--- src/core/skip_sub_consts.svh ---
`ifndef SKIP_SUB_CONSTS_SVH
`define SKIP_SUB_CONSTS_SVH

// ****************************************
// Widths
// ****************************************
`define DATA_W 8
`define ADDR_W 16
`define FLAG_W 6
`define BIT_SEL_W 3
`define APB_ADDR_W 12

// ****************************************
// Register offsets (byte addresses)
// ****************************************
`define OFS_ACC 12'h000
`define OFS_FLAGS 12'h004
`define OFS_CTRL 12'h008
`define OFS_STATUS 12'h00C

// ****************************************
// Flag bit positions
// ****************************************
`define FLG_CARRY 0
`define FLG_AUX 1
`define FLG_ZERO 2
`define FLG_OVF 3
`define FLG_SCMP 4
`define FLG_CZERO 5

// ****************************************
// Reset values and constants
// ****************************************
`define ACC_RST 8'h00
`define FLAGS_RST 6'h00
`define CTRL_RST 1'b1
`define CTRL_EN_BIT 0
`define BYTE_ZERO 8'h00
`define BYTE_ONE 8'h01
`define WORD_ZERO 32'h0000_0000
`define SKIP_CNT_W 16
`define SKIP_CNT_RST 16'h0000
`define SKIP_CNT_INC 16'h0001

`endif

--- src/core/skip_sub_pkg.sv ---
`include "skip_sub_consts.svh"

package skip_sub_pkg;

  typedef enum logic [2:0] {
    op_inc_skip_zero_to_acc = 3'h0,
    op_skip_if_nonzero = 3'h1,
    op_skip_if_nonzero_bit = 3'h2,
    op_sub_to_acc = 3'h3,
    op_sub_to_mem = 3'h4,
    op_nibble_swap = 3'h5
  } op_t;

  typedef enum logic [2:0] {
    st_exec = 3'b001,
    st_squash = 3'b010,
    st_dummy = 3'b100
  } state_t;

  typedef struct packed {
    op_t op;
    logic [`ADDR_W-1:0] addr;
    logic [`BIT_SEL_W-1:0] bit_sel;
  } instr_t;

  typedef struct packed {
    logic [`ADDR_W-1:0] addr;
    logic [`DATA_W-1:0] data;
  } mem_wr_t;

  typedef struct packed {
    logic [`DATA_W-1:0] diff;
    logic [`FLAG_W-1:0] flags;
  } sub_res_t;

endpackage

--- src/core/sub_flag_calc.sv ---
`timescale 1ns/10ps
`include "skip_sub_consts.svh"

module sub_flag_calc
(
  // Operands
  input wire logic [`DATA_W-1:0] minuend_i,
  input wire logic [`DATA_W-1:0] subtrahend_i,
  // Result
  output skip_sub_pkg::sub_res_t res_o
);
  import skip_sub_pkg::*;

  logic [`DATA_W:0] wide_diff;
  logic [4:0] nib_diff;
  logic [`DATA_W-1:0] diff;
  logic ovf;
  logic zero;

  assign wide_diff = {1'b0, minuend_i} - {1'b0, subtrahend_i};
  assign nib_diff = {1'b0, minuend_i[3:0]} - {1'b0, subtrahend_i[3:0]};
  assign diff = wide_diff[`DATA_W-1:0];
  assign zero = (diff == `BYTE_ZERO);
  assign ovf = (minuend_i[`DATA_W-1] ^ subtrahend_i[`DATA_W-1])
             & (minuend_i[`DATA_W-1] ^ diff[`DATA_W-1]);

  assign res_o.diff = diff;
  // Carry is the inverse of borrow: clear on negative result
  assign res_o.flags[`FLG_CARRY] = ~wide_diff[`DATA_W]; // RULE8
  assign res_o.flags[`FLG_AUX] = ~nib_diff[4];
  assign res_o.flags[`FLG_ZERO] = zero;
  assign res_o.flags[`FLG_OVF] = ovf;
  // Signed less-than seen through overflow
  assign res_o.flags[`FLG_SCMP] = ovf ^ diff[`DATA_W-1];
  // Single byte operation, so compare-zero tracks zero
  assign res_o.flags[`FLG_CZERO] = zero;

endmodule // sub_flag_calc

--- src/core/skip_and_subtract_execute.sv ---
// Design decisions made here: the placing of the registers and the APB interface to the registers.
`timescale 1ns/10ps
`include "skip_sub_consts.svh"

// How it works
// RULE1: Increment-skip puts byte plus one in accumulator
// RULE2: Increment-skip skips when incremented value is zero
// RULE3: Taken skip adds squash and dummy cycles, three total
// RULE4: Bit form skips when selected bit one
// RULE5: Byte form skips when byte nonzero
// RULE6: Sub-to-acc stores accumulator minus byte
// RULE7: Sub-to-mem writes difference to memory
// RULE8: Carry cleared on borrow, else set
// RULE9: Subtracts update six flags, skips none
// RULE10: Nibble swap writes swapped byte back
// RULE11: Dummy cycles write nothing at all
module skip_and_subtract_execute
(
  // Clock and reset
  input wire logic mclk_i,
  input wire logic reset_i,
  // Instruction from decode
  input wire logic instr_valid_i,
  input wire skip_sub_pkg::instr_t instr_i,
  output logic instr_ready_o,
  output logic skip_taken_o,
  // Data memory
  output logic [`ADDR_W-1:0] mem_raddr_o,
  input wire logic [`DATA_W-1:0] mem_rdata_i,
  output logic mem_we_o,
  output skip_sub_pkg::mem_wr_t mem_wr_o,
  // Architectural state
  output logic [`DATA_W-1:0] accumulator_o,
  output logic [`FLAG_W-1:0] flags_o,
  // APB slave
  input wire logic psel_i,
  input wire logic penable_i,
  input wire logic pwrite_i,
  input wire logic [`APB_ADDR_W-1:0] paddr_i,
  input wire logic [31:0] pwdata_i,
  output logic [31:0] prdata_o,
  output logic pready_o,
  output logic pslverr_o
);
  import skip_sub_pkg::*;

  // ****************************************
  // State
  // ****************************************
  state_t state_reg;
  state_t state_next;
  logic [`DATA_W-1:0] acc_reg;
  logic [`DATA_W-1:0] acc_next;
  logic [`FLAG_W-1:0] flags_reg;
  logic [`FLAG_W-1:0] flags_next;
  logic enable_reg;
  logic [`SKIP_CNT_W-1:0] skip_cnt_reg;
  logic mem_we_reg;
  mem_wr_t mem_wr_reg;
  logic skip_reg;

  // ****************************************
  // Decode and datapath
  // ****************************************
  wire logic issue;
  wire logic [`DATA_W-1:0] inc_val;
  wire logic [`DATA_W-1:0] swap_val;
  wire logic sel_bit;
  wire logic is_inc;
  wire logic is_nz;
  wire logic is_nzb;
  wire logic is_suba;
  wire logic is_subm;
  wire logic is_swap;
  wire logic skip_now;
  sub_res_t sub_res;

  sub_flag_calc u_flags
  (
    .minuend_i(acc_reg),
    .subtrahend_i(mem_rdata_i),
    .res_o(sub_res)
  );

  assign issue = instr_valid_i & instr_ready_o;
  assign is_inc = issue & (instr_i.op == op_inc_skip_zero_to_acc);
  assign is_nz = issue & (instr_i.op == op_skip_if_nonzero);
  assign is_nzb = issue & (instr_i.op == op_skip_if_nonzero_bit);
  assign is_suba = issue & (instr_i.op == op_sub_to_acc);
  assign is_subm = issue & (instr_i.op == op_sub_to_mem);
  assign is_swap = issue & (instr_i.op == op_nibble_swap);

  // Operand read is combinational so each instruction issues in one cycle; a taken skip takes three
  assign mem_raddr_o = instr_i.addr;
  assign inc_val = mem_rdata_i + `BYTE_ONE; // RULE1
  assign swap_val = {mem_rdata_i[3:0], mem_rdata_i[7:4]}; // RULE10
  assign sel_bit = mem_rdata_i[instr_i.bit_sel]; // RULE4

  assign skip_now = (is_inc & (inc_val == `BYTE_ZERO)) // RULE2
                  | (is_nz & (mem_rdata_i != `BYTE_ZERO)) // RULE5
                  | (is_nzb & sel_bit); // RULE4

  // Ready only in the execute state, so squashed slots do nothing
  assign instr_ready_o = enable_reg & (state_reg == st_exec); // RULE11

  // ****************************************
  // Sequencer
  // ****************************************
  always_comb
  begin
    state_next = state_reg;
    unique case (state_reg)
      st_exec:
      begin
        if (skip_now)
        begin
          state_next = st_squash; // RULE3
        end
      end
      st_squash:
      begin
        state_next = st_dummy; // RULE3
      end
      st_dummy:
      begin
        state_next = st_exec;
      end
      default:
      begin
        state_next = st_exec;
      end
    endcase
  end

  // ****************************************
  // APB decode
  // ****************************************
  wire logic apb_acc;
  wire logic apb_wr;
  wire logic hit_acc;
  wire logic hit_flags;
  wire logic hit_ctrl;
  wire logic hit_stat;
  wire logic hit_any;

  assign apb_acc = psel_i & penable_i;
  assign apb_wr = apb_acc & pwrite_i;
  assign hit_acc = (paddr_i == `OFS_ACC);
  assign hit_flags = (paddr_i == `OFS_FLAGS);
  assign hit_ctrl = (paddr_i == `OFS_CTRL);
  assign hit_stat = (paddr_i == `OFS_STATUS);
  assign hit_any = hit_acc | hit_flags | hit_ctrl | hit_stat;

  // Zero wait states; unmapped addresses and status writes report error
  assign pready_o = 1'b1;
  assign pslverr_o = apb_acc & (~hit_any | (pwrite_i & hit_stat));
  assign prdata_o = hit_acc ? {24'h00_0000, acc_reg}
                  : hit_flags ? {26'h000_0000, flags_reg}
                  : hit_ctrl ? {31'h0000_0000, enable_reg}
                  : hit_stat ? {13'h0000, state_reg, skip_cnt_reg}
                  : `WORD_ZERO;

  // ****************************************
  // Accumulator and flags
  // ****************************************
  // An instruction result outranks a software write in the same cycle
  always_comb
  begin
    acc_next = acc_reg;
    flags_next = flags_reg;
    if (apb_wr & hit_acc)
    begin
      acc_next = pwdata_i[`DATA_W-1:0];
    end
    if (apb_wr & hit_flags)
    begin
      flags_next = pwdata_i[`FLAG_W-1:0];
    end
    if (is_inc)
    begin
      acc_next = inc_val; // RULE1
    end
    if (is_suba)
    begin
      acc_next = sub_res.diff; // RULE6
    end
    if (is_suba | is_subm)
    begin
      flags_next = sub_res.flags; // RULE9
    end
  end

  always_ff @(posedge mclk_i)
  begin
    if (reset_i)
    begin
      state_reg <= st_exec;
      acc_reg <= `ACC_RST;
      flags_reg <= `FLAGS_RST;
      enable_reg <= `CTRL_RST;
      skip_cnt_reg <= `SKIP_CNT_RST;
      skip_reg <= 1'b0;
    end
    else
    begin
      state_reg <= state_next;
      acc_reg <= acc_next;
      flags_reg <= flags_next;
      skip_reg <= skip_now;
      if (apb_wr & hit_ctrl)
      begin
        enable_reg <= pwdata_i[`CTRL_EN_BIT];
      end
      if (skip_now)
      begin
        skip_cnt_reg <= skip_cnt_reg + `SKIP_CNT_INC;
      end
    end
  end

  // ****************************************
  // Memory write port
  // ****************************************
  always_ff @(posedge mclk_i)
  begin
    if (reset_i)
    begin
      mem_we_reg <= 1'b0;
      mem_wr_reg <= '0;
    end
    else
    begin
      mem_we_reg <= is_subm | is_swap; // RULE7
      mem_wr_reg.addr <= instr_i.addr;
      mem_wr_reg.data <= is_subm ? sub_res.diff : swap_val; // RULE7
    end
  end

  assign mem_we_o = mem_we_reg;
  assign mem_wr_o = mem_wr_reg;
  assign skip_taken_o = skip_reg;
  assign accumulator_o = acc_reg;
  assign flags_o = flags_reg;

endmodule // skip_and_subtract_execute

--- config.mk ---
export PLATFORM = sky130hd
export DESIGN_NAME = skip_and_subtract_execute
export DESIGN_NICKNAME = d
export VERILOG_FILES = /design/src/core/skip_sub_pkg.sv /design/src/core/sub_flag_calc.sv /design/src/core/skip_and_subtract_execute.sv
export VERILOG_INCLUDE_DIRS = /design/src /design/src/core
export SDC_FILE = /design/constraint.sdc
export NUM_CORES = 1
export LEC_CHECK = 0
export BUFFER_PORTS_ARGS = -buffer_cell sky130_fd_sc_hd__buf_2
export CAP_MARGIN = 5
export CORE_UTILIZATION = 44
export CTS_BUF_LIST = sky130_fd_sc_hd__clkbuf_8
export DETAILED_ROUTE_END_ITERATION = 10
export PLACE_DENSITY = 0.78
export SYNTH_ARGS = -nofsm -noshare
export SYNTH_HDL_FRONTEND = slang
export SYNTH_HIERARCHICAL = 1
export SYNTH_SLANG_ARGS = --single-unit
--- constraint.sdc ---
create_clock -name mclk_i -period 2.9 [get_ports mclk_i]
set_clock_uncertainty 0.05 [all_clocks]
set_input_delay 0 -clock mclk_i [delete_from_list [all_inputs] [get_ports mclk_i]]
set_output_delay 0 -clock mclk_i [all_outputs]
set_load 0.05 [all_outputs]
* Word level (Yosys, flattened, before mapping)
Index checks and enable logic that the tools add are counted.
Word-level totals: bits in registers 60, input port bits 80, output and inout bits 91, word-level logic and storage cells 79
Operators by class: add/sub/neg operators 4, magnitude comparators 1, equal/unequal tests 11, muxes and demuxes 14, bitwise logic cells 33, reduce and logical (&&, ||, !) cells 7
Operators by type and width (count):
- 2-to-1 mux 19 bit | 4
- 2-to-1 mux 8 bit | 4
- == test 12 x 4 -> 1 bit, second input constant | 2
- bitwise AND 1 bit | 19
- adder 16 x 1 -> 16 bit, second input constant | 1
- zero test 8 bit | 2
- == test 12 x 3 -> 1 bit, second input constant | 1
- zero test 12 bit | 1
- 2-to-1 mux 6 bit | 2
- == test 3 x 2 -> 1 bit, second input constant | 3
- subtractor 8 x 8 -> 9 bit | 1
- adder 8 x 1 -> 8 bit, second input constant | 1
- bitwise OR 1 bit | 8
- nonzero test 8 bit | 1
- == test 3 x 1 -> 1 bit, second input constant | 2
- == test 3 bit, second input constant | 2
- case mux 3 bit (2 select lines) | 1
- subtractor 4 x 4 -> 5 bit | 1
- < comparator 3 x 4 -> 1 bit, second input constant | 1
- binary-select mux 1 bit (select 3 bit) | 1
- zero test 3 bit | 1
- 2-to-1 mux 3 bit | 1
- inverter 1 bit | 3
- nonzero test 3 bit | 1
- 4 further kinds | 6

* Depth between registers and ports, before layout
depth in word-level cells 9, depth in mapped cells 14, depth with buffers taken out 13

* Hierarchy
The synthesis kept the hierarchy.
By module, submodules not included:
- skip_and_subtract_execute | instances 1, cells an instance 400, area an instance 3407.0 um2, seq. area each 1201.2 um2
- sub_flag_calc | instances 1, cells an instance 58, area an instance 417.9 um2, seq. area each 0.0 um2

* Worst setup path before layout
Ideal clock, no wire load.
kind reg-to-reg, from register acc_reg[0] (netlist: accumulator_o[0]), to register flags_reg[2] (netlist: flags_o[2]), setup time 0.086 ns, data arrival time 3.061 ns, required time 2.764 ns, setup slack -0.297 ns, stages on the path, launching flop included 15, path buffers 1, period minus slack after synthesis 3.197 ns, cells stage by stage dfxtp_1 > inv_1 > ha_1 > nor2b_1 > o311ai_0 > a21oi_1 > o21a_1 > nor2_1 > fa_1 > nand3_1 > or4_1 > nor3_2 > buf_4 > nor2_1 > a211oi_1
On the way: longest elaborated chain between the ends 3
RTL lines:
- from (decl) | line skip_and_subtract_execute.sv:52 | logic [`DATA_W-1:0] acc_reg;
- from (signal assigned) | line skip_and_subtract_execute.sv:198 | acc_reg <= `ACC_RST;
- from (signal assigned) | line skip_and_subtract_execute.sv:207 | acc_reg <= acc_next;
- subtractor 8 x 8 -> 9 bit | line sub_flag_calc.sv:20 | assign wide_diff = {1'b0, minuend_i} - {1'b0, subtrahend_i};
- zero test 8 bit (no source line)
- net u_flags.zero | line sub_flag_calc.sv:18 | logic zero;
- 2-to-1 mux 6 bit | line skip_and_subtract_execute.sv:187 | if (is_suba | is_subm)
- to (signal assigned) | line skip_and_subtract_execute.sv:199 | flags_reg <= `FLAGS_RST;
- to (signal assigned) | line skip_and_subtract_execute.sv:208 | flags_reg <= flags_next;
- to (decl) | line skip_and_subtract_execute.sv:54 | logic [`FLAG_W-1:0] flags_reg;
The timed path passes the listed nets, and every way through them passes these cells. A chain may end at the register's enable or synchronous reset.

==> out/summary.txt <==
Synth cell types -> 54
YS warnings -> 6
FF+latch count, synth -> 60
gr usage total -> 0.235
status -> finished clean
Chip Height -> 95.2 µm
initial antenna violation count -> 0
Worst Max-Slew Pin Slew -> 0.880 ns
Nets -> 688
die area -> 9070 µm²
global-route wire length before repair -> 16300 µm
most common flop cell mapped by yosys -> dfxtp_1
crit-path cells -> ha_4 > nor2b_4 > o311ai_4 > a21oi_2 > o21a_1 > nor2_1 > fa_1 > nand3_1 > or4_4 > nor3_4 > nor2_1 > a211oi_1
IO Port Bufs -> 132
GP Congestion -> 0.891
Power Dens Cells -> 484 nW/µm²
final worst-path cycle share -> 0.980
via count -> 3785
critical path's largest stage delay -> 0.52 ns
Iter 0 DRT Violations -> 219
Initial Utilization -> 0.461
arrival time worst endpoint -> 3.05 ns
Largest delay share family, worst path -> simple AND/OR/NAND/NOR gates
main combinational cell family by area after synthesis -> simple AND/OR/NAND/NOR gates
final setup violation count -> 0
worst path buffer plus inverter count -> 0
Util after Layout -> 0.601
xor-xnor portion of the synthesized cell area -> 0.0252
Post-Route WL -> 10700 µm
vias in the first global route -> 3426
CTS buffer count -> 9
simple-gate portion of the synthesized area -> 0.255
Worst Setup Start Kind -> register
aggregate global routing overflow -> 0
largest net degree at the start of global routing -> 53
Longest Clk Path Bufs -> 2
async set-reset flop share out of synthesis -> 0
fmax -> 352 MHz
Worst path slowest cell -> fa_1
Post-DP HPWL -> 7690 µm
vias per std cell -> 5.37
Syn Inst Count -> 458
compound-gate portion of the synthesized area -> 0.120
CP dominant cell by count -> nor2_1
ANT cells -> 0
multiplexer share of the synthesized area -> 0.126
drt drc -> 0
post-synthesis sequential area ratio -> 0.314
final antenna-violating net count -> 0
routed len/inst -> 15.2 µm
maximum vdd drop -> 0.268 mV
H-tree levels -> 3
IO Count -> 171
P&R area growth vs syn -> 30.4%
DRT Pass-1 Iters -> 4
worst-path fanout max -> 5
Clk pin slew, worst setup/hold paths -> 0.07 ns
Root Driver -> clkbuf_8
Power Total -> 0.00242 W
std cell rows -> 33
RSZ-0062 raised after global routing -> yes
Avg Inst Size Synth -> 8.35 µm²
leakage power -> 2.35 nW
Syn Std Cell Area -> 3820 µm²
CP Capture Type -> register
layout cells sized above 1 -> 0.347
Max-Cap Viols -> 0
clk_lat worst skew -> 0.34 ns
Core ar. -> 8300 µm²
number of failing hold endpoints at the final stage -> 0
clk sinks -> 60
Synth Area in Adders -> 0.0465
relative slew slack -> 0.413
number of flops mapped to enable cells by yosys -> 0
CTS tree -> yes
Final Slew Violations -> 0
Worst Path Required -> 3.11 ns
Die Width -> 95.2 µm
Worst Hold Class -> in2reg
number of flip-flops under the largest register name -> 24
Setup Crit Path Kind -> reg2reg
min Tclk post-route -> 2.84 ns
==> layout by cell type, fill, tap and decap left out, types with 7 or more instances in the layout <==
cell and count:
buf_2 132, nor2_1 58, dfxtp_1 54, nor2b_1 32, dlygate4sd3_1 24, nand3_1 23
nand2_1 22, a21oi_1 22, mux2i_1 21, mux2_2 20, inv_1 17, buf_4 16
conb_1 14, and2_1 11, a211oi_1 10, clkbuf_8 9, ha_1 8, xnor2_1 7
==> routing by layer <==
metal  up-vias  routed length [µm]  track usage
li1       1813                   -            -
met1      1800                4480        0.279
met2       151                5520        0.417
met3        21                 553       0.0470
met4         0                 195       0.0833
met5         -                   0            0
==> per-stage QoR <==
stage	setup TNS, ns	instance area (µm²)	hold WS, ns	setup WS, ns	cells
3_3_place_gp	0	4410	0.168	0.0712	662
3_5_place_dp	-0.0130	4410	0.180	-0.0130	662
5_1_grt	-0.0743	4990	0.0161	-0.0595	705
4_1_cts	0	4930	0.000487	0.00648	703
2_1_floorplan	0	3890	0.0267	0.00263	470
6_report	0	4990	0.0215	0.0580	705
==> path summary, 6_finish.rpt <==
path,startpoint,to,slack (ns),cells past startpoint
max,accumulator_o[1]$_SDFFE_PP0P_,flags_o[2]$_SDFFE_PP0P_,0.06,12
min,mem_rdata_i[7],mem_wr_o[3]$_SDFF_PP0_,0.02,3
max reg2reg,accumulator_o[1]$_SDFFE_PP0P_,flags_o[2]$_SDFFE_PP0P_,0.06,12
min reg2reg,state_reg[0]$_SDFFE_PP1P_,state_reg[2]$_SDFFE_PP0P_,0.42,1
==> what timing repair did <==
action	CTS	global route
setup buffers	1	2
hold buffers	24	0
endpoints found under the setup margin	2	4
pin swaps	3	8
cloned	0	0
resized for setup	3	7
hold endpoints to repair	25	0
==> area by class of cell <==
class,instances,area (µm²)
Multi-Input combinational cell,335,2310
Fill cell,732,3310
Sequential cell,60,1220
Inverter,17,63.8
Tap cell,105,131
Clock buffer,9,124
Clock inverter,7,123
Timing Repair Buffer,172,1020
==> cells by family (layout without fill, tap and decap cells) <==
kind of cell    Yosys count  after routing
flops                    60             60
fa+ha+maj                13             13
mux                      44             44
simple gates            187            187
xor+xnor                 11             11
buf+inv                  75            205
compound gates           66             66
other cells               2             14
==> Yosys cell counts, drive strengths merged, types with 6 or more instances <==
cell / instances / area, µm²
dfxtp: 60 / 1200
nor2b: 33 / 206
clkbuf: 19 / 71.3
nand3: 23 / 115
and2: 12 / 77.6
nor2: 59 / 224
a211oi: 12 / 100
mux2i: 21 / 210
nand2: 22 / 82.6
nor3: 6 / 35.0
a21oi: 23 / 115
mux2: 22 / 248
xnor2: 7 / 61.3
ha: 11 / 138
buf: 39 / 293
inv: 17 / 63.8
==> report_power, final <==
group	total (W)	internal [W]	switching, W
logic	0.000604	0.000197	0.000407
registers	0.000878	0.000856	0.0000220
clock network	0.000933	0.000577	0.000356
total	0.00242	0.00163	0.000786
==> worst reg2reg max path, delay by kind of cell (launching register included) <==
| family | cells | cell delay (ns) |
|---|---|---|
| simple gates | 6 | 0.91 |
| fa+ha+maj | 2 | 0.78 |
| compound gates | 4 | 0.64 |
| flops | 1 | 0.37 |
No activity file was read; power rests on OpenSTA's default activity.
